$ cat src/rtl/fovr_pkg.sv
// package for the floppy override and shadow register bank
// assumes an apb host with 32-bit data and 12-bit byte addresses
package fovr_pkg;

   // ----------------------------------------------------------------
   // register indices and byte addresses
   // ----------------------------------------------------------------
   localparam int unsigned APB_AW = 12;
   // printed indices are not word aligned: byte address is four times
   localparam logic [7:0] IDX_FORCED_DISK_CHANGE = 8'hC1;
   localparam logic [7:0] IDX_FLOPPY_RATE_SHADOW = 8'hC2;
   localparam logic [7:0] IDX_SERIAL1_FIFO_SHADOW = 8'hC3;
   localparam logic [7:0] IDX_SERIAL2_FIFO_SHADOW = 8'hC4;
   localparam logic [7:0] IDX_FORCED_WRITE_PROTECT = 8'hC5;
   localparam logic [11:0] ADDR_FORCED_DISK_CHANGE =
      {2'h0, IDX_FORCED_DISK_CHANGE, 2'h0};
   localparam logic [11:0] ADDR_FLOPPY_RATE_SHADOW =
      {2'h0, IDX_FLOPPY_RATE_SHADOW, 2'h0};
   localparam logic [11:0] ADDR_SERIAL1_FIFO_SHADOW =
      {2'h0, IDX_SERIAL1_FIFO_SHADOW, 2'h0};
   localparam logic [11:0] ADDR_SERIAL2_FIFO_SHADOW =
      {2'h0, IDX_SERIAL2_FIFO_SHADOW, 2'h0};
   localparam logic [11:0] ADDR_FORCED_WRITE_PROTECT =
      {2'h0, IDX_FORCED_WRITE_PROTECT, 2'h0};

   // ----------------------------------------------------------------
   // field positions
   // ----------------------------------------------------------------
   localparam int unsigned FDC_FORCE0_BIT = 0;
   localparam int unsigned FDC_FORCE1_BIT = 1;
   localparam int unsigned FWP_FORCE_BIT  = 0;
   localparam int unsigned RATE_SOFT_RESET_BIT = 7;
   localparam int unsigned RATE_POWER_DOWN_BIT = 6;
   localparam int unsigned RATE_SELECT_A_LSB   = 2; // select_a is 4:2
   localparam int unsigned RATE_DRATE_LSB      = 0; // data rate is 1:0
   localparam int unsigned FIFO_RX_TRIGGER_LSB = 6; // rx_trigger_level
   localparam int unsigned FIFO_DMA_MODE_BIT   = 3;
   localparam int unsigned FIFO_TX_CLEAR_BIT   = 2; // tx_queue_clear
   localparam int unsigned FIFO_RX_CLEAR_BIT   = 1; // rx_queue_clear
   localparam int unsigned FIFO_ENABLE_BIT     = 0;

   // readable bit masks; reserved positions read zero
   localparam logic [7:0] FDC_READ_MASK  = 8'h03;
   localparam logic [7:0] FWP_READ_MASK  = 8'h01;
   localparam logic [7:0] RATE_READ_MASK = 8'hDF;
   localparam logic [7:0] FIFO_READ_MASK = 8'hCF;

   // ----------------------------------------------------------------
   // reset values
   // ----------------------------------------------------------------
   localparam logic [7:0] RST_FORCED_DISK_CHANGE   = 8'h03;
   localparam logic [7:0] RST_FORCED_WRITE_PROTECT = 8'h00;
   localparam logic [7:0] RST_SHADOW               = 8'h00;

   // write strobe and byte seen on a write-only controller register
   typedef struct packed {
      logic       wr;
      logic [7:0] data;
   } shadow_wr_s;

endpackage : fovr_pkg

$ cat src/rtl/floppy_override_shadow_regs.sv
// apb register bank: floppy disk-change and write-protect overrides
// plus read-only shadows of write-only floppy and serial settings
// assumes drive pins already synchronous to pclk, all active low
//
// Functional notes
// - host writes one to set a forced change bit; zero never clears
// - drive-1 forced change clears while step and select 1 are active
// - drive-0 forced change clears while step and select 0 are active
// - disk change status ORs selected forced bits with the drive input
// - bit 0 forces drive 0, bit 1 forces drive 1, one is active
// - bits 7 to 2 of forced change register read zero
// - rate shadow: soft reset, power down, reserved, select_a, rate
// - serial-1 shadow: trigger, reserved, dma, clears, fifo enable
// - serial-2 shadow uses the serial-1 layout for port two
// - forced write protect shows protect active while drive selected
// - write protect override acts on drive and parallel-port paths
// - forced write protect resets to zero, drive line passes through
// - core protect = selected and forced, or external, both drives
`timescale 1ns/1ps
module floppy_override_shadow_regs (
   // clock, reset, freeze
   input  wire logic                        pclk,
   input  wire logic                        presetn,
   input  wire logic                        pclken,
   // apb slave
   input  wire logic                        psel,
   input  wire logic                        penable,
   input  wire logic                        pwrite,
   input  wire logic [fovr_pkg::APB_AW-1:0] paddr,
   input  wire logic [31:0]                 pwdata,
   input  wire logic [3:0]                  pstrb,
   output logic      [31:0]                 prdata,
   output logic                             pready,
   output logic                             pslverr,
   // drive interface pins
   input  wire logic                        step_pulse_n,
   input  wire logic                        drive_select0_n,
   input  wire logic                        drive_select1_n,
   input  wire logic                        disk_changed_in_n,
   input  wire logic                        write_protect_in_n,
   input  wire logic                        pp_write_protect_in_n,
   // toward the floppy core
   output logic                             disk_change_status,
   output logic                             disk_changed_core_n,
   output logic                             write_protect_core_n,
   output logic                             pp_write_protect_core_n,
   // write-only controller register writes seen by the shadows
   input  fovr_pkg::shadow_wr_s             rate_wr,
   input  fovr_pkg::shadow_wr_s             serial1_fifo_wr,
   input  fovr_pkg::shadow_wr_s             serial2_fifo_wr
);

   import fovr_pkg::*;

   // ----------------------------------------------------------------
   // apb phase and address decode
   // ----------------------------------------------------------------
   logic        ready_q;
   logic [31:0] prdata_q;
   logic        access;
   logic        sel_fdc;
   logic        sel_rate;
   logic        sel_ser1;
   logic        sel_ser2;
   logic        sel_fwp;
   logic        addr_hit;
   logic        wr_done;
   logic        wr_fdc;
   logic        wr_fwp;
   logic [7:0]  rd_byte;

   assign access   = psel & penable;
   assign sel_fdc  = (paddr == ADDR_FORCED_DISK_CHANGE);
   assign sel_rate = (paddr == ADDR_FLOPPY_RATE_SHADOW);
   assign sel_ser1 = (paddr == ADDR_SERIAL1_FIFO_SHADOW);
   assign sel_ser2 = (paddr == ADDR_SERIAL2_FIFO_SHADOW);
   assign sel_fwp  = (paddr == ADDR_FORCED_WRITE_PROTECT);
   assign addr_hit = sel_fdc | sel_rate | sel_ser1 | sel_ser2 | sel_fwp;

   // a write lands only at the completing edge, low byte lane enabled
   assign wr_done = access & ready_q & pclken & pwrite & pstrb[0];
   assign wr_fdc  = wr_done & sel_fdc;
   assign wr_fwp  = wr_done & sel_fwp;

   // ----------------------------------------------------------------
   // override flags
   // ----------------------------------------------------------------
   logic force0_q;
   logic force1_q;
   logic fwp_q;
   logic sel0;
   logic sel1;
   logic step_act;
   logic step_clr0;
   logic step_clr1;

   assign sel0      = ~drive_select0_n;
   assign sel1      = ~drive_select1_n;
   assign step_act  = ~step_pulse_n;
   assign step_clr0 = step_act & sel0;
   assign step_clr1 = step_act & sel1;

   // software can only set these; the step of the selected drive clears
   override_bit #(
      .RESET_VAL (RST_FORCED_DISK_CHANGE[FDC_FORCE0_BIT])
   ) u_force0 (
      .pclk    (pclk),
      .presetn (presetn),
      .pclken  (pclken),
      .set     (wr_fdc & pwdata[FDC_FORCE0_BIT]),
      .clr     (step_clr0),
      .q       (force0_q)
   );

   override_bit #(
      .RESET_VAL (RST_FORCED_DISK_CHANGE[FDC_FORCE1_BIT])
   ) u_force1 (
      .pclk    (pclk),
      .presetn (presetn),
      .pclken  (pclken),
      .set     (wr_fdc & pwdata[FDC_FORCE1_BIT]),
      .clr     (step_clr1),
      .q       (force1_q)
   );

   // plain read/write bit, so a zero write does clear it
   override_bit #(
      .RESET_VAL (RST_FORCED_WRITE_PROTECT[FWP_FORCE_BIT])
   ) u_fwp (
      .pclk    (pclk),
      .presetn (presetn),
      .pclken  (pclken),
      .set     (wr_fwp & pwdata[FWP_FORCE_BIT]),
      .clr     (wr_fwp & ~pwdata[FWP_FORCE_BIT]),
      .q       (fwp_q)
   );

   // ----------------------------------------------------------------
   // pin paths toward the floppy core
   // ----------------------------------------------------------------
   logic forced_change;
   logic forced_wp;

   // kept combinational: the core must see the pin without added delay
   assign forced_change        = (sel0 & force0_q) | (sel1 & force1_q);
   assign disk_change_status   = forced_change | ~disk_changed_in_n;
   assign disk_changed_core_n  = ~disk_change_status;
   // one forced bit covers whichever drive is selected
   assign forced_wp            = (sel0 | sel1) & fwp_q;
   assign write_protect_core_n = write_protect_in_n & ~forced_wp;
   assign pp_write_protect_core_n =
      pp_write_protect_in_n & ~forced_wp;

   // ----------------------------------------------------------------
   // shadow registers
   // ----------------------------------------------------------------
   logic [7:0] rate_q;
   logic [7:0] rate_d;
   logic [7:0] ser1_q;
   logic [7:0] ser1_d;
   logic [7:0] ser2_q;
   logic [7:0] ser2_d;

   // reserved positions are dropped at capture so they read zero
   assign rate_d = rate_wr.wr ?
                   (rate_wr.data & RATE_READ_MASK) : rate_q;
   assign ser1_d = serial1_fifo_wr.wr ?
                   (serial1_fifo_wr.data & FIFO_READ_MASK) : ser1_q;
   assign ser2_d = serial2_fifo_wr.wr ?
                   (serial2_fifo_wr.data & FIFO_READ_MASK) : ser2_q;

   // capture on every controller write, frozen with the clock enable
   always_ff @(posedge pclk or negedge presetn) begin
      if (!presetn) begin
         rate_q <= RST_SHADOW;
         ser1_q <= RST_SHADOW;
         ser2_q <= RST_SHADOW;
      end else if (pclken) begin
         rate_q <= rate_d;
         ser1_q <= ser1_d;
         ser2_q <= ser2_d;
      end
   end

   // ----------------------------------------------------------------
   // read mux and apb answer
   // ----------------------------------------------------------------
   logic [7:0] fdc_rd;
   logic [7:0] fwp_rd;

   assign fdc_rd = {6'h00, force1_q, force0_q} & FDC_READ_MASK;
   assign fwp_rd = {7'h00, fwp_q} & FWP_READ_MASK;
   assign rd_byte = sel_fdc  ? fdc_rd :
                    sel_rate ? rate_q :
                    sel_ser1 ? ser1_q :
                    sel_ser2 ? ser2_q :
                    sel_fwp  ? fwp_rd : 8'h00;

   // one wait state so read data comes from a flop, not the mux
   always_ff @(posedge pclk or negedge presetn) begin
      if (!presetn) begin
         ready_q  <= 1'b0;
         prdata_q <= 32'h0000_0000;
      end else if (pclken) begin
         ready_q <= access & ~ready_q;
         if (access & ~ready_q) begin
            prdata_q <= {24'h00_0000, rd_byte};
         end
      end
   end

   // a frozen cycle must not complete the transfer: the write lands only
   // on an enabled edge, so the answer is held back while pclken is low
   assign pready  = ready_q & pclken;
   assign prdata  = prdata_q;
   // unmapped words answer with an error; writes to shadows are dropped
   assign pslverr = pready & ~addr_hit;
endmodule // floppy_override_shadow_regs

$ cat src/rtl/override_bit.sv
// one override flag with separate set and clear terms
// assumes a single clock; set wins over clear in the same cycle
`timescale 1ns/1ps
module override_bit #(
   parameter logic RESET_VAL = 1'b0
) (
   // clock and reset
   input  wire logic pclk,
   input  wire logic presetn,
   input  wire logic pclken,
   // control
   input  wire logic set,
   input  wire logic clr,
   // state
   output logic      q
);

   logic flag_q;
   logic flag_d;

   // ----------------------------------------------------------------
   // next state
   // ----------------------------------------------------------------
   // an event landing on the clearing cycle must not be lost
   assign flag_d = set ? 1'b1 : (clr ? 1'b0 : flag_q);

   always_ff @(posedge pclk or negedge presetn) begin
      if (!presetn) begin
         flag_q <= RESET_VAL;
      end else if (pclken) begin
         flag_q <= flag_d;
      end
   end

   assign q = flag_q;

endmodule // override_bit
$ cat config.mk
export PLATFORM = sky130hd
export DESIGN_NAME = floppy_override_shadow_regs
export DESIGN_NICKNAME = d
export VERILOG_FILES = /design/src/rtl/fovr_pkg.sv /design/src/rtl/floppy_override_shadow_regs.sv /design/src/rtl/override_bit.sv
export SDC_FILE = /design/constraint.sdc
export NUM_CORES = 1
export LEC_CHECK = 0
export BUFFER_PORTS_ARGS = -buffer_cell sky130_fd_sc_hd__buf_2
export CAP_MARGIN = 20
export CORE_MARGIN = 3
export CORE_UTILIZATION = 40
export DETAILED_ROUTE_END_ITERATION = 10
export GPL_TIMING_DRIVEN = 0
export PLACE_DENSITY = 0.79
export SYNTH_ARGS = -nofsm -noshare
export SYNTH_HDL_FRONTEND = slang
export SYNTH_SLANG_ARGS = --single-unit
$ cat constraint.sdc
create_clock -name pclk -period 1.56 [get_ports pclk]
set_input_delay 0.078 -clock pclk [delete_from_list [all_inputs] [get_ports pclk]]
set_output_delay 0.078 -clock pclk [all_outputs]
set_load 0.05 [all_outputs]
==> results of run 1 <==
[where the power goes]
part / total [W] / internal (W) / switching [W] / leakage, nW
clock network: 0.000637 / 0.000353 / 0.000283 / 0.0472
registers: 0.000893 / 0.000854 / 0.0000392 / 0.369
logic: 0.000478 / 0.000192 / 0.000286 / 0.768
total: 0.00201 / 0.00140 / 0.000608 / 1.18
[cell type report]
type | count | share of cell area
multi-input combinational | 113 | 0.355
clock inverter | 2 | 0.00552
timing repair buffer | 61 | 0.139
tap | 50 | 0.0276
buffer | 29 | 0.0943
inverter | 6 | 0.00993
sequential | 30 | 0.332
clock buffer | 6 | 0.0364
[per-layer routing]
| layer | wire [microns] | vias up | part of all wire | GRT usage |
|---|---|---|---|---|
| met5 | 0 | - | 0 | 0 |
| met4 | 56 | 0 | 0.016 | 0.0626 |
| li1 | - | 669 | - | - |
| met3 | 366 | 5 | 0.11 | 0.0575 |
| met2 | 1640 | 63 | 0.48 | 0.238 |
| met1 | 1370 | 552 | 0.40 | 0.167 |
[synth_stat cells, drive strengths merged]
library cell	n
o31ai	4
o41ai	1
buf	29
conb	1
mux2i	7
nand2b	5
nand3	2
nor3b	1
or2	1
dfrtp	28
nand2	10
a21oi	5
a211o	1
and4bb	1
mux2	20
nor4b	1
inv	6
nor2b	2
a31oi	1
a21boi	1
nand3b	1
a211oi	1
a22o	2
o21ai	6
and3b	1
nor3	3
nand4	2
dfstp	2
o22ai	1
nor2	8
[metrics by stage]
stage               power [W]  hold WS (ns)  cells  cell area [sq um]  utilization
floorplan             0.00126        -0.218    178               1800            -
global placement      0.00137         0.141    287               2150        0.531
detailed placement    0.00138         0.138    287               2150        0.531
CTS                   0.00203       0.00844    297               2270        0.559
global route          0.00212        0.0145    297               2270        0.559
finish                0.00201        0.0134    297               2270        0.559
[critical path: cells and delay by family (launching register included)]
kind / cells / cell delay [ns]
buffers and inverters: 1 / 0.26
flip-flops: 1 / 0.55
AND/OR/NAND/NOR: 2 / 0.13
[kinds of logic (layout without fill, tap and decap cells)]
| family | after synthesis | in the layout |
|---|---|---|
| compound gates | 23 | 23 |
| buf+inv | 35 | 104 |
| flops | 30 | 30 |
| mux | 27 | 27 |
| other cells | 1 | 25 |
| simple gates | 38 | 38 |
[sequential cells by signal (all words and copies together), names as in the netlist]
signal / flops
u_force1.q: 1
ser1_q: 6
prdata: 7
rate_q: 7
ready_q: 1
u_fwp.q: 1
ser2_q: 6
u_force0.q: 1
[path summary, 6_finish.rpt]
check | endpoint | slack (ns) | depth (start not counted)
max | disk_change_status | 0.25 | 3
min | u_force0.q$_DFFE_PN1P_ | 0.01 | 3
max reg2reg | u_fwp.q$_DFFE_PN0P_ | 0.28 | 4
min reg2reg | prdata[4]$_DFFE_PN0P_ | 0.48 | 2
max in group asynchronous | u_fwp.q$_DFFE_PN0P_ | 0.78 | 2
min in group asynchronous | rate_q[2]$_DFFE_PN0P_ | 0.36 | 2
==> out/results.ini, run 1 <==
[yosys]
netlist_area_sq_mm=0.00171
postSynthCellCount=154
yosysTopAreaCell=dfrtp_1
synth_top_family_by_area=multiplexers
synthMuxAreaShare=0.173
synth_compound_area_frac=0.0983
synth-xor-area-share=0
yosys-top-cells-area=dfrtp_1, mux2_2, buf_4
synth_fa_ha_area_frac=0
syn_area_per_cell_sq_um=11.1
ys_types=37
synth-simple-area-share=0.146
ys_seq_area_frac=0.442
synth_top_area_share=0.411
ys_warn_count=0
ys_seq_elements=30

[sta]
worst_pin_slew_ns=0.635
fin_crit_ns=1.31
fmax_ghz=0.763
relSlewSlack=0.577
final_max_slew_viol_count=0
rsz0062_at_grt=false
finalCritPeriodShare=0.840
setup_viol=0
hold_viol=0
fin_ws_ns=0.250
clock-skew-final_ns=0.00676
finalSetupTns_ns=0

[critical_path]
critPathSlowestCell=dfstp_2
crit_type=reg2out
slowest_delay_ns=0.55
cp-end-kind=output pin
worstPathMaxFanout=3
cp.arrival_ns=1.23
regToRegStartpoint=ready_q$_DFFE_PN0P_
crit_path_start=u_force0.q$_DFFE_PN1P_
start_kind=flip-flop
critPathRequiredTime_ns=1.48
crit_chain=nand2b_1 -> nand3_1 -> buf_2

[final_layout]
fin_nets=333
ff_latch_area_sq_um=753
final_cell_mix=buf_2, dfrtp_1, buf_4, conb_1, mux2_2
syn_to_final_growth_pct=33.0
multi_input_area_sq_um=806
fill_cells=383
layout-drive-gt1-share=0.510
layout_commonest_cell=buf_2
num_antenna_cells=0

[pwr]
max-vdd-ir-drop_mv=0.725
p_per_area_mw_per_mm2=885
p_leak_nw=1.18

[route]
drtPass1Iterations=4
via_per_inst=4.34
drt_iter0_markers=15
via_count=1289
post_drt_wl_per_cell_microns=11.6
drt_wl_total_microns=3440
drtAntennaViolNets=0
drc=0

[clock_network]
hold_buffers=2
cts.sinks=30
cts_resized=0
clock_path_buffers=2
cts_tree=done
clk_pin_slew_ns=0.06
post_cts_buffers=0
clk_latency_ns=0.28
htreeDepth=2
root_buffer=clkbuf_8
cts_buffers=5

[floorplanning]
ios=125
num_rows=23
die-area_sq_mm=0.00508
die_y_microns=71.3
start_util=0.420
die_x_microns=71.3
core_area_sq_mm=0.00406

[hold_path]
min-delay-start=pwdata[0]
holdCritPathClass=in2reg

[run_status]
outcome=completed

[global_route]
grt_pass1_wl_microns=5660
antenna_found_initial=0
grt_use_total=0.145
grt-ovfl-total=0
grt_pass1_vias=1272
grt_max_degree=31

[place]
pre_cts_slack_ns=0.186
dp_hpwl_microns=2920
place.gp.congestion=0.799
io_buffers=59

[flow_run]
max-cap-violations=0

Power figures use the tool's default switching activity.
==> inputs of run 2 (changes only) <==
- CORE_UTILIZATION: 40 -> 37
- PLACE_DENSITY: 0.79 -> 0.77
- clock period: 1.56 -> 1.1 ns (I/O delays scaled with it)
==> run 2 against run 1 <==
  * The run now ends with negative setup slack left
  * Clock power is 42% higher
  * Sequential power is 42% higher
  * First-iteration DRC count is 53% higher
  * Power is 46% higher
  * Count of clock-buffer cells in the layout stayed put
  * Cell count is 5.7% higher
  * Routed wire length is 11% higher
==> out/results.ini, run 2 (synthesized netlist as in run 1, its figures left out) <==
[critical_path]
cp-end-kind=flip-flop  ; was output pin
crit_type=reg2reg  ; was reg2out
worstPathMaxFanout=2  ; was 3
start_kind=flip-flop  ; unchanged
cp.arrival_ns=1.40  ; was 1.23 ns
critPathRequiredTime_ns=1.26  ; was 1.48 ns

[pwr]
power_w=0.00293  ; was 0.00201 W
p_per_area_mw_per_mm2=1160  ; was 885 mW/mm^2
p_leak_nw=1.28  ; was 1.18 nW
max-vdd-ir-drop_mv=1.15  ; was 0.725 mV

[route]
drt_iter0_markers=23  ; was 15
drtAntennaViolNets=0  ; unchanged
drt_wl_total_microns=3810  ; was 3440 microns
post_drt_wl_per_cell_microns=12.1  ; was 11.6 microns
via_count=1397  ; was 1289
via_per_inst=4.45  ; was 4.34
drc=0  ; unchanged
drtPass1Iterations=4  ; unchanged

[sta]
finalCritPeriodShare=1.13
fin_ws_ns=-0.142  ; was 0.250 ns
setup_viol=14  ; was 0
fin_crit_ns=1.24
final_max_slew_viol_count=0  ; unchanged
rsz0062_at_grt=true  ; was false
relSlewSlack=0.554  ; was 0.577
fmax_ghz=0.805
hold_viol=0  ; unchanged
clock-skew-final_ns=0.00572  ; was 0.00676 ns
worst_pin_slew_ns=0.669  ; was 0.635 ns

[hold_path]
holdCritPathClass=in2reg  ; unchanged

[final_layout]
layout_commonest_cell=buf_2  ; unchanged
syn_to_final_growth_pct=48.9  ; was 33.0%
multi_input_area_sq_um=885  ; was 806 sq um
fin_nets=348  ; was 333
ff_latch_area_sq_um=753  ; unchanged
num_antenna_cells=0  ; unchanged
fill_cells=390  ; was 383
layout-drive-gt1-share=0.561  ; was 0.510
final_cell_mix=buf_2, buf_4, dfrtp_1  ; was buf_2, dfrtp_1, buf_4, conb_1, mux2_2
final_cells=314  ; was 297

[global_route]
antenna_found_initial=0  ; unchanged
top_usage_layer=met2  ; unchanged
grt_pass1_vias=1305  ; was 1272
grt_max_degree=31  ; unchanged
met3_usage=0.0438  ; was 0.0575
gr-usage-met2=0.252  ; was 0.238
met1_usage=0.156  ; was 0.167
grt-ovfl-total=0  ; unchanged
grt_pass1_wl_microns=5820  ; was 5660 microns
grt_use_total=0.143  ; was 0.145

[place]
dp_hpwl_microns=2890  ; was 2920 microns
io_buffers=59  ; unchanged
placedCellCount=289  ; was 287
place.gp.congestion=0.745  ; was 0.799

[clock_network]
cts_buffers=5  ; unchanged
htreeDepth=2  ; unchanged
cts_tree=done  ; unchanged
clk_latency_ns=0.28  ; about the same
cts.sinks=30  ; unchanged
clk_pin_slew_ns=0.06  ; about the same
clock_path_buffers=2  ; unchanged
root_buffer=clkbuf_8  ; unchanged

[floorplanning]
start_util=0.386  ; was 0.420
num_rows=24  ; was 23
core_area_sq_mm=0.00441  ; was 0.00406 sq mm
die_y_microns=73.9  ; was 71.3 microns
die-area_sq_mm=0.00546  ; was 0.00508 sq mm
ios=125  ; unchanged
die_x_microns=73.9  ; was 71.3 microns

[flow_run]
max-cap-violations=0  ; unchanged

[run_status]
outcome=finished with violations  ; was completed
violations=negative setup slack

run 2: cell types whose count changed in the layout (fill, tap and decap cells not counted), sizes merged:
cell / previous run / this run
buf: 88 / 94
dlygate4sd3: 2 / 11
run 2: per-stage QoR:
stage / TNS (ns) / area [sq um] / hold slack [ns] / util / setup slack [ns]
2_1_floorplan: -0.454 / 1800 / -0.241 / - / -0.159
3_3_place_gp: -0.787 / 2160 / 0.115 / 0.490 / -0.169
3_5_place_dp: -0.975 / 2160 / 0.115 / 0.490 / -0.209
4_1_cts: -0.997 / 2460 / 0.000220 / 0.556 / -0.133
5_1_grt: -1.56 / 2540 / 0.00428 / 0.575 / -0.182
6_report: -0.968 / 2540 / 0.00531 / 0.575 / -0.142
run 2: area by class of cell:
type                       count  area share
clock inverter                 2     0.00493
sequential                    30       0.297
timing repair buffer          76       0.197
inverter                       6     0.00887
tap                           52      0.0256
buffer                        29      0.0867
multi-input combinational    113       0.348
clock buffer                   6      0.0325
run 2: critical path: stages, from the launching register on:
cell	delay [ns]
dfrtp_1	0.38
nand2_2	0.07
nor2_2	0.12
nor4b_4	0.22
mux2_4	0.33
run 2: layer usage:
layer,routed length [microns],vias to the layer above,part of all wire
met5,0,-,0
met4,61,0,0.016
met3,352,6,0.092
met2,1940,60,0.51
met1,1460,635,0.38
li1,-,696,-
run 2: worst paths after layout:
kind,endpoint,cells after the start,startpoint,slack [ns]
max reg2reg,u_fwp.q$_DFFE_PN0P_,4,ready_q$_DFFE_PN0P_,-0.14
min in group asynchronous,ser1_q[7]$_DFFE_PN0P_,2,presetn,0.34
max in group asynchronous,prdata[1]$_DFFE_PN0P_,2,presetn,0.32
min,ser1_q[3]$_DFFE_PN0P_,2,serial1_fifo_wr[3],0.005
max,u_fwp.q$_DFFE_PN0P_,4,ready_q$_DFFE_PN0P_,-0.14
min reg2reg,prdata[2]$_DFFE_PN0P_,2,prdata[2]$_DFFE_PN0P_,0.49
run 2: timing repair:
action | CTS | global route
hold buffers | 11 | 0
hold endpoints to repair | 38 | 0
pin swaps | 9 | 7
gates cloned | 1 | 0
gates resized for setup | 23 | 14
setup endpoints to repair | 15 | 15
buffers inserted | 2 | 3
run 2: power by group:
| group | leakage [nW] | switching, W | internal, W |
|---|---|---|---|
| sequential | 0.369 | 0.0000551 | 0.00121 |
| combinational | 0.867 | 0.000436 | 0.000327 |
| clock | 0.0472 | 0.000404 | 0.000501 |
| total | 1.28 | 0.000895 | 0.00204 |
